## src/shared/isp_boot_map.vh

```
/*
  constants for the in-system programming and boot-source control block:
  register addresses, field positions, unlock keys and reset values.
  assumes a byte-wide register behind a 32-bit classic wishbone slave.
*/
`ifndef ISP_BOOT_MAP_VH
`define ISP_BOOT_MAP_VH

// register byte addresses (printed offsets 0xBF is not a multiple of four)
`define IDX_BOOT_CONTROL 8'hBF
`define IDX_WRITE_UNLOCK 8'hC0
`define IDX_ISP_STATUS 8'hC1
`define ADDR_BOOT_CONTROL 10'h2FC
`define ADDR_WRITE_UNLOCK 10'h300
`define ADDR_ISP_STATUS 10'h304

// control register fields
`define BIT_REBOOT 7
`define BIT_EXTRA_RAM 4
`define BIT_LOADER_SEL 1
`define BIT_PROG_EN 0

// unlock sequence keys
`define UNLOCK_KEY_FIRST 8'h87
`define UNLOCK_KEY_SECOND 8'h59

// reset values
`define CONTROL_RESET 8'h00
`define PC_RESET 16'h0000

// reboot counter load value; systemReset stays high one cycle longer than this
`define REBOOT_PULSE_CYCLES 4'h4

`endif

```

## src/core/boot_strap_sync.v

```verilog
/*
  two-stage synchroniser for the boot strap pins.
  assumes pins are asynchronous to mclk.
*/
`timescale 1ns/1ps
module boot_strap_sync #(
  parameter WIDTH = 3
) (
  input wire mclk,
  input wire nrst,
  input wire [WIDTH-1:0] pinIn,
  output reg [WIDTH-1:0] pinSync
);
  reg [WIDTH-1:0] stageOne; // first stage, read only by second

  // two flip-flops; reset to high (inactive straps)
  always @(posedge mclk) begin
    if (!nrst) begin
      stageOne <= {WIDTH{1'b1}};
      pinSync <= {WIDTH{1'b1}};
    end else begin
      stageOne <= pinIn;
      pinSync <= stageOne;
    end
  end
endmodule // boot_strap_sync

```

## src/core/write_unlock_fsm.v

```verilog
/*
  unlock sequencer: control register becomes writable after two keys.
  assumes keyWrite is a one-cycle pulse with keyData valid.
*/
`timescale 1ns/1ps
`include "isp_boot_map.vh"
module write_unlock_fsm (
  input wire mclk,
  input wire nrst,
  input wire keyWrite,
  input wire [7:0] keyData,
  output reg writeOpen
);
  localparam LOCKED = 3'b001;
  localparam HALF = 3'b010;
  localparam OPEN = 3'b100;
  reg [2:0] state; // one-hot state
  reg [2:0] next_state; // next state

  // decide next state from each unlock write
  always @* begin
    next_state = state;
    if (keyWrite) begin
      case (state)
        LOCKED: next_state = (keyData == `UNLOCK_KEY_FIRST) ? HALF : LOCKED;
        HALF: next_state = (keyData == `UNLOCK_KEY_SECOND) ? OPEN : LOCKED;
        // any unlock write while open closes access again; control register writes do not
        OPEN: next_state = LOCKED;
        default: next_state = LOCKED;
      endcase
    end
  end

  // state register and registered output
  always @(posedge mclk) begin
    if (!nrst) begin
      state <= LOCKED;
      writeOpen <= 1'b0;
    end else begin
      state <= next_state;
      writeOpen <= (next_state == OPEN);
    end
  end
endmodule // write_unlock_fsm

```

## src/core/isp_boot_mode_control.v

```verilog
/*
  in-system programming and boot-source control: control register,
  unlock sequence, strap sampling, isp entry via idle/wake, soft reboot.
  assumes a 32-bit classic wishbone master, cpu idle/wake status inputs,
  and that the cpu consumes pcClear and systemReset pulses.
*/
`timescale 1ns/1ps
`include "isp_boot_map.vh"

// Overview of operation
// - reboot when reboot, select, enable all set
// - top bit reads one in forced boot
// - extra ram enable bit switches aux ram
// - select zero: loader in app rom, loader rom target
// - select one: loader in loader rom, app target
// - enable enters isp after idle then wake
// - flash operations only during idle period
// - enable zero keeps flash read only
// - plain power-on fetches from application rom
// - forced condition at power-up boots loader rom
// - unlock keys 87H then 59H, else relock
// - forced boot when single low or both low
// - clear program counter switching to loader rom
module isp_boot_mode_control (
  input wire mclk,
  input wire nrst,
  input wire porEvent,
  input wire [31:0] wb_adr_i,
  input wire [31:0] wb_dat_i,
  input wire [3:0] wb_sel_i,
  input wire wb_we_i,
  input wire wb_cyc_i,
  input wire wb_stb_i,
  output reg [31:0] wb_dat_o,
  output reg wb_ack_o,
  input wire cpuIdle,
  input wire cpuWake,
  input wire bootStrapLow,
  input wire bootStrapHigh,
  input wire bootStrapSingle,
  output reg systemReset,
  output reg pcClear,
  output reg fetchFromLoader,
  output reg extraRamOn,
  output reg reprogramLoaderRom,
  output reg ispActive,
  output reg flashOpAllowed
);
  wire [2:0] strapSync; // synchronised straps: single, high, low
  wire writeOpen; // control register writable
  reg [7:0] control; // stored control bits (7 never stored)
  reg forcedBoot; // forced loader boot status, survives soft reboot
  reg [1:0] strapWait; // edges left until synced straps are sampled
  reg armed; // enable set and idle entered
  reg [3:0] rebootCount; // reboot pulse stretch
  reg reqActive; // wishbone request present
  reg [9:0] byteAddr; // low address bits
  reg ctrlWrite; // control write strobe
  reg keyWrite; // unlock write strobe
  reg [7:0] next_control; // next control value
  reg [31:0] next_rdata; // read mux
  reg rebootReq; // reboot condition on this write

  boot_strap_sync #(
    .WIDTH(3)
  ) u_sync (
    .mclk(mclk),
    .nrst(nrst),
    .pinIn({bootStrapSingle, bootStrapHigh, bootStrapLow}),
    .pinSync(strapSync)
  );

  write_unlock_fsm u_unlock (
    .mclk(mclk),
    .nrst(nrst),
    .keyWrite(keyWrite),
    .keyData(wb_dat_i[7:0]),
    .writeOpen(writeOpen)
  );

  // bus decode; byte lane 0 carries the 8-bit data
  always @* begin
    reqActive = wb_cyc_i & wb_stb_i & ~wb_ack_o;
    byteAddr = wb_adr_i[9:0];
    ctrlWrite = reqActive & wb_we_i & wb_sel_i[0] &
      (byteAddr == `ADDR_BOOT_CONTROL) & writeOpen;
    keyWrite = reqActive & wb_we_i & wb_sel_i[0] &
      (byteAddr == `ADDR_WRITE_UNLOCK);
  end

  // next control value; reserved and must-be-zero bits forced low
  always @* begin
    next_control = control;
    rebootReq = 1'b0;
    if (ctrlWrite) begin
      next_control = {1'b0, 2'b00, wb_dat_i[`BIT_EXTRA_RAM], 2'b00,
        wb_dat_i[`BIT_LOADER_SEL], wb_dat_i[`BIT_PROG_EN]};
      rebootReq = wb_dat_i[`BIT_REBOOT] & wb_dat_i[`BIT_LOADER_SEL] &
        wb_dat_i[`BIT_PROG_EN];
    end
  end

  // read mux; unmapped addresses read zero
  always @* begin
    next_rdata = 32'h00000000;
    case (byteAddr)
      `ADDR_BOOT_CONTROL:
        next_rdata = {24'h000000, forcedBoot, control[6:0]};
      `ADDR_ISP_STATUS:
        next_rdata = {29'h00000000, armed, ispActive, writeOpen};
      default: next_rdata = 32'h00000000;
    endcase
  end

  // wishbone answer one cycle after the request, dropped next cycle
  always @(posedge mclk) begin
    if (!nrst) begin
      wb_ack_o <= 1'b0;
      wb_dat_o <= 32'h00000000;
    end else begin
      wb_ack_o <= reqActive;
      wb_dat_o <= reqActive ? next_rdata : 32'h00000000;
    end
  end

  // control register; soft reboot also clears it
  always @(posedge mclk) begin
    if (!nrst) begin
      control <= `CONTROL_RESET;
    end else if (rebootCount != 4'h0) begin
      control <= `CONTROL_RESET;
    end else begin
      control <= next_control;
    end
  end

  // forced-boot status: sampled once after power-on, kept over reboot;
  // the sample waits until the synchroniser holds real pin values, since
  // its reset image (all high) would otherwise hide a held strap
  always @(posedge mclk) begin
    if (!nrst) begin
      forcedBoot <= 1'b0;
      strapWait <= 2'h3;
    end else if (porEvent) begin
      strapWait <= 2'h3;
    end else if (strapWait == 2'h1) begin
      strapWait <= 2'h0;
      forcedBoot <= ~strapSync[2] | (~strapSync[1] & ~strapSync[0]);
    end else if (strapWait != 2'h0) begin
      strapWait <= strapWait - 2'h1; // synchroniser still filling
    end
  end

  // reboot pulse stretch
  always @(posedge mclk) begin
    if (!nrst) begin
      rebootCount <= 4'h0;
    end else if (rebootReq) begin
      rebootCount <= `REBOOT_PULSE_CYCLES;
    end else if (rebootCount != 4'h0) begin
      rebootCount <= rebootCount - 4'h1;
    end
  end

  // isp entry: enable, then idle, then wake
  always @(posedge mclk) begin
    if (!nrst || rebootCount != 4'h0) begin
      armed <= 1'b0;
      ispActive <= 1'b0;
      pcClear <= 1'b0;
    end else if (!control[`BIT_PROG_EN]) begin
      armed <= 1'b0;
      ispActive <= 1'b0;
      pcClear <= 1'b0;
    end else begin
      pcClear <= 1'b0;
      if (cpuIdle && !ispActive) begin
        armed <= 1'b1;
      end
      if (armed && cpuWake && !ispActive) begin
        ispActive <= 1'b1;
        armed <= 1'b0;
        // entering isp with select one (loader rom) clears the program counter
        pcClear <= ~control[`BIT_LOADER_SEL] ? 1'b0 : 1'b1;
      end
    end
  end

  // derived outputs, all registered
  always @(posedge mclk) begin
    if (!nrst) begin
      systemReset <= 1'b0;
      fetchFromLoader <= 1'b0;
      extraRamOn <= 1'b0;
      reprogramLoaderRom <= 1'b0;
      flashOpAllowed <= 1'b0;
    end else begin
      systemReset <= (rebootCount != 4'h0) | rebootReq;
      // loader rom on forced boot or in isp with select one, else application rom
      fetchFromLoader <= forcedBoot |
        (ispActive & control[`BIT_LOADER_SEL]);
      extraRamOn <= control[`BIT_EXTRA_RAM];
      reprogramLoaderRom <= ~control[`BIT_LOADER_SEL];
      flashOpAllowed <= ispActive & cpuIdle &
        control[`BIT_PROG_EN];
    end
  end
endmodule // isp_boot_mode_control

```

## config.mk

```make
export PLATFORM = sky130hd
export DESIGN_NAME = isp_boot_mode_control
export DESIGN_NICKNAME = d
export VERILOG_FILES = /design/src/core/boot_strap_sync.v /design/src/core/write_unlock_fsm.v /design/src/core/isp_boot_mode_control.v
export VERILOG_INCLUDE_DIRS = /design/src /design/src/shared
export SDC_FILE = /design/constraint.sdc
export NUM_CORES = 1
export LEC_CHECK = 0
export ABC_CLOCK_PERIOD_IN_PS = 1350
export BUFFER_PORTS_ARGS = -buffer_cell sky130_fd_sc_hd__buf_2
export CAP_MARGIN = 20
export CORE_UTILIZATION = 34
export CTS_BUF_LIST = sky130_fd_sc_hd__clkbuf_4 sky130_fd_sc_hd__clkbuf_8
export CTS_CLUSTER_DIAMETER = 30
export CTS_CLUSTER_SIZE = 40
export DETAILED_ROUTE_END_ITERATION = 8
export HOLD_SLACK_MARGIN = 0.06
export PLACE_DENSITY = 0.75
export SETUP_SLACK_MARGIN = 0.2
export SLEW_MARGIN = 25
export SYNTH_ARGS = -nofsm -noshare
export SYNTH_HDL_FRONTEND = slang
export SYNTH_SLANG_ARGS = --single-unit
```

## constraint.sdc

```tcl
create_clock -name mclk -period 1.35 [get_ports mclk]
set_input_delay 0.0675 -clock mclk [delete_from_list [all_inputs] [get_ports mclk]]
set_output_delay 0.0675 -clock mclk [all_outputs]
set_load 0.005 [all_outputs]
```

# [Yosys cells after proc, flatten, opt, wreduce, memory -nomap -nowiden]
# Cells that the tools add are included.
[totals] ff_bits=61 input_bits=79 output_inout_bits=40 word_cells=84
[op_classes] addsub=2 n_eq_ne=9 n_mux=11 bitwise_logic=25 reduce_logical=18
[ops] cell="equality test 10 bit (second input constant)" n=3
[ops] cell="case mux 8 bit (2 select lines)" n=1
[ops] cell="AND 1 bit" n=13
[ops] cell="two-way mux 3 bit" n=4
[ops] cell="NOT 1 bit" n=9
[ops] cell="equality test 8 x 7 -> 1 bit (second input constant)" n=1
[ops] cell="equality test 8 bit (second input constant)" n=1
[ops] cell="OR reduction 2 bit" n=4
[ops] cell="two-way mux 2 bit" n=3
[ops] cell="case mux 3 bit (2 select lines)" n=1
[ops] cell="nonzero test 2 bit" n=3
[ops] cell="OR reduction 3 bit" n=2
[ops] cell="AND reduction 2 bit" n=2
[ops] cell="nonzero test 4 bit" n=1
[ops] cell="subtractor 4 x 1 -> 4 bit (second input constant)" n=1
[ops] cell="equality test 3 x 1 -> 1 bit (second input constant)" n=1
[ops] cell="equality test 3 x 2 -> 1 bit (second input constant)" n=1
[ops] cell="equality test 3 bit (second input constant)" n=1
[ops] cell="logical AND 1 bit" n=3
[ops] cell="OR 1 bit" n=3
[ops] cell="equality test 2 x 1 -> 1 bit (second input constant)" n=1
[ops] cell="logical NOT 1 bit" n=2
[ops] cell="two-way mux 1 bit" n=2
[ops] cell="subtractor 2 x 1 -> 2 bit (second input constant)" n=1
[ops] cell="logical OR 1 bit" n=1

# [Longest topological paths before layout]
[logic_depth] depth_word=8 depth_mapped=7

# [Modules after synthesis]
# Synthesis repeated with hierarchy kept, for this count alone.
[unflattened] cells_unflattened=168 hier_area_um2=1626.6
[modules_own_cells] module="isp_boot_mode_control" instances=1 cells_each=133 area_per_inst_um2=1216.2 seq_area_each_um2=480.5
[modules_own_cells] module="write_unlock_fsm" instances=1 cells_each=23 area_per_inst_um2=252.7 seq_area_each_um2=80.1
[modules_own_cells] module="boot_strap_sync" instances=1 cells_each=12 area_per_inst_um2=157.7 seq_area_each_um2=120.1

# [Least setup slack after synthesis]
# No wires, ideal clock.
[synth_path] kind="register -> register" start="register rebootCount[0]" end="register armed" t_arrival_ns=1.395 required_time_ns=1.259 setup_slack_ns=-0.135 stages_incl_launch_ff=8 period_less_slack_ns=1.485 cell_sequence="dfxtp_1 inv_1 ha_1 nor3b_2 and2_1 buf_2 nand2_1 a311oi_1"
[synth_via] elab_chain_cells=3
[synth_rtl] item="from (decl)" line_no="isp_boot_mode_control.v:55" rtl="reg [3:0] rebootCount;"
[synth_rtl] item="from (signal assigned)" line_no="isp_boot_mode_control.v:159" rtl="rebootCount <= `REBOOT_PULSE_CYCLES;"
[synth_rtl] item="from (signal assigned)" line_no="isp_boot_mode_control.v:161" rtl="rebootCount <= rebootCount - 4'h1;"
[synth_rtl] item="nonzero test 4 bit" line_no="isp_boot_mode_control.v:167" rtl="if (!nrst || rebootCount != 4'h0) begin"
[synth_rtl] item="logical OR 1 bit" line_no="isp_boot_mode_control.v:167"
[synth_rtl] item="OR reduction 3 bit (no line)"
[synth_rtl] item="to (signal assigned)" line_no="isp_boot_mode_control.v:168" rtl="armed <= 1'b0;"
[synth_rtl] item="to (signal assigned)" line_no="isp_boot_mode_control.v:172" rtl="armed <= 1'b0;"
[synth_rtl] item="to (signal assigned)" line_no="isp_boot_mode_control.v:178" rtl="armed <= 1'b1;"
[synth_rtl] item="to (decl)" line_no="isp_boot_mode_control.v:54" rtl="reg armed;"
# Every way passes these cells.
# A chain may end at the register's enable or synchronous reset.

# [Worst setup path after layout]
[layout_path] start="register wb_ack_o" end="register u_unlock.state[0]"
[layout_via] elab_chain_cells=6
[layout_rtl] item="from (decl)" line_no="isp_boot_mode_control.v:35" rtl="output reg wb_ack_o,"
[layout_rtl] item="from (signal assigned)" line_no="isp_boot_mode_control.v:121" rtl="wb_ack_o <= reqActive;"
[layout_rtl] item="NOT 1 bit" line_no="isp_boot_mode_control.v:83" rtl="reqActive = wb_cyc_i & wb_stb_i & ~wb_ack_o;"
[layout_rtl] item="AND 1 bit" line_no="isp_boot_mode_control.v:83"
[layout_rtl] item="AND 1 bit (3 in a row)" line_no="isp_boot_mode_control.v:87" rtl="keyWrite = reqActive & wb_we_i & wb_sel_i[0] &"
[layout_rtl] item="two-way mux 3 bit" line_no="write_unlock_fsm.v:23" rtl="if (keyWrite) begin"
[layout_rtl] item="to (signal assigned)" line_no="write_unlock_fsm.v:40" rtl="state <= next_state;"
[layout_rtl] item="to (decl)" line_no="write_unlock_fsm.v:17" rtl="reg [2:0] state;"
# Every way passes these cells.

==> flow_metrics.tcl <==
set metrics [dict create \
    hold_ws_ps 80.9 \
    async_reset_ff_share_pct 0 \
    grt_usage_pct 13.7 \
    final_util_pct 46.7 \
    die_x_um 71.1 \
    dr_total_vias 1299 \
    worstSetupEndpointType "flip-flop" \
    finalHoldViolations 0 \
    cap_viol_max_count 0 \
    intPower_w 0.00185 \
    swShare_pct 25.7 \
    seq_area_frac_synth_pct 42.0 \
    clockPowerShare_pct 28.7 \
    fin_skew_ps 2.84 \
    grt-ovfl-total 0 \
    r2r_end "u_unlock.state[0]" \
    htree_levels 2 \
    yosysMostFrequentCell "dfxtp_1" \
    yosysTopAreaCell "dfxtp_1" \
    clock-sinks 34 \
    finalMaxSlewViolations 0 \
    synth-warning-count 0 \
    place_inst 264 \
    period_needed_ps 1270 \
    drive_above_1_share_pct 38.8 \
    place_congestion 0.782 \
    crit_start "wb_ack_o" \
    cts_root_buf "clkbuf_8" \
    ys_seq_elements 34 \
    violations "DRC" \
    insertion_delay_ps 280 \
    io_pins 119 \
    p_comb_share_pct 25.7 \
    fp.dieH_um 71.1 \
    setup_violations 0 \
    synth_edf_count 0 \
    drc_errors 4 \
    syn-mean-instance-area_um2 9.65 \
    crit_type "reg2reg" \
    reg2reg_slack_ps 80 \
    firstDrtPassIters 6 \
    floorplan.initialDensity_pct 36.2 \
    n_antenna_cell 0 \
    endpoint "u_unlock.state[0]" \
    numPortBuffers 42 \
    drt_iter0_drc 44 \
    status "complete, but fails checks" \
    dp_hpwl_um 2250 \
    cts_tree "yes" \
    grt_pass1_wl_um 5340 \
    drt-wirelength-per-cell_um 11.2 \
    dp_slack_ps 21.3 \
    power_density_nw_per_um2 1190 \
    grt_max_degree 18 \
    rsz0062_at_grt "true" \
    coreArea_um2 4470 \
    grt_pass1_vias 1225 \
    required_ps 1570 \
    antenna_found_initial 0 \
    ys_types 44 \
    synth_common_cells "dfxtp_1, buf_4, and3_1, nand2_1, nand2b_1" \
    r2r_start "wb_ack_o" \
    n_fill_cell 429 \
    fmax_mhz 785 \
    arrival_ps 1500 \
    fin_cells 279 \
    leakage_nw 0.982 \
    netlist_area_um2 1620 \
    cts_buffers 5 \
    routed_via_density 4.66 \
    worst-path-max-fanout 3 \
    timing.final.crit_share_pct 94.4 \
    worst_r2r_path_depth 4 \
    netlist_top_cells_area "dfxtp_1, buf_4, and3_1" \
    synthToLayoutAreaGrowth_pct 28.9 \
    nets 310 \
    dieArea_um2 5050 \
    synth_top_cell_area_share_pct 42.0 \
    seq_power_share_pct 45.6 \
    setup_slack_ps 75.9 \
    worstHoldPathType "in2reg" \
    start_kind "flip-flop" \
    p_switching_w 0.000638 \
    syn_inst 168 \
    ir_drop_mv 0.515 \
    finalWirelength_um 3130 \
    path_clk_slew_ps 60 \
    rows 24 \
    clockBufferDepth 2 \
    yosys_most_used_dff "dfxtp_1" \
    setup_tns_ps 0 \
    final_antenna_net_count 0 \
]
## state kept, by name, indices dropped and copies added (netlist names), 2 cells and up
signal	flops
wb_dat_o	5
rebootCount	4
control	3
u_sync.pinSync	3
u_sync.stageOne	3
u_unlock.state	3
strapWait	2
## kinds of logic after synthesis
kind of cell / after synthesis / synth area share (%)
simple gates: 71 / 30.9
buf+inv: 36 / 14.7
flops: 34 / 42.0
compound gates: 19 / 7.41
fa+ha+maj: 3 / 2.32
mux: 3 / 2.01
other cells: 1 / 0.231
xor+xnor: 1 / 0.540
## stage by stage
step	instance area, um^2	total power, W
2_1_floorplan	1770	0.00158
3_3_place_gp	1870	0.00167
3_5_place_dp	1870	0.00168
4_1_cts	2060	0.00246
5_1_grt	2090	0.00262
6_report	2090	0.00248
## critical path, cell delays in order (launching register included)
cell      delay (ps)
dfxtp_2          320
and4b_2          320
nand4b_4         120
or3b_1           370
nand3_1           80
## power groups by stage
| stage | clock (W) | combinational (W) | sequential [W] |
|---|---|---|---|
| floorplan | 0 | 0.000434 | 0.00115 |
| global placement | 0 | 0.000516 | 0.00115 |
| detailed placement | 0 | 0.000527 | 0.00116 |
| CTS | 0.000730 | 0.000602 | 0.00113 |
| global route | 0.000783 | 0.000700 | 0.00114 |
| finish | 0.000714 | 0.000637 | 0.00113 |
## worst min-delay path by stage
| stage | from | endpoint | slack, ps | depth (start not counted) |
|---|---|---|---|---|
| after global routing | wb_dat_i[1] | control[1] | 80 | 3 |
| after floorplan | bootStrapLow | u_sync.stageOne[0] | 170 | 1 |
| after detailed placement | bootStrapLow | u_sync.stageOne[0] | 250 | 2 |
| after global placement | bootStrapLow | u_sync.stageOne[0] | 250 | 2 |
| final | wb_dat_i[1] | control[1] | 80 | 3 |
| after CTS | wb_dat_i[1] | control[1] | 80 | 3 |
## layer usage
metal	part of all wire [%]	track usage, %
met5	0	0
met4	1.4	5.33
met2	49	22.8
met3	5.5	4.84
met1	44	16.3
## placed cells by master, fill, tap and decap left out, types with 3 or more instances in the layout
master / n
and3_1: 6
and3_4: 3
dfxtp_2: 4
buf_4: 8
nand3_1: 3
o21ai_1: 3
buf_2: 42
nand4_1: 5
dlygate4sd3_1: 5
clkbuf_8: 6
conb_1: 27
and2_4: 3
nor2_1: 3
nand2b_1: 7
inv_1: 4
dfxtp_1: 30
nand2_1: 8
a21oi_1: 5
nor2b_1: 5
## final cells by class
class / instances / area, um^2 / share of cell area [%]
inverter: 6 / 22.5 / 1.08
sequential: 34 / 686 / 32.8
timing repair buffer: 57 / 343 / 16.4
clock buffer: 6 / 82.6 / 3.95
tap: 52 / 65.1 / 3.11
multi-input combinational: 124 / 892 / 42.7
## what timing repair did
action / 4_1_cts / 5_1_grt
resized for setup: 7 / 8
pin swaps: 5 / 5
hold buffers: 5 / 0
endpoints found under the hold margin: 6 / 0
setup endpoints to repair: 14 / 15
setup buffers: 4 / 0
Power figures use the tool's default switching activity.
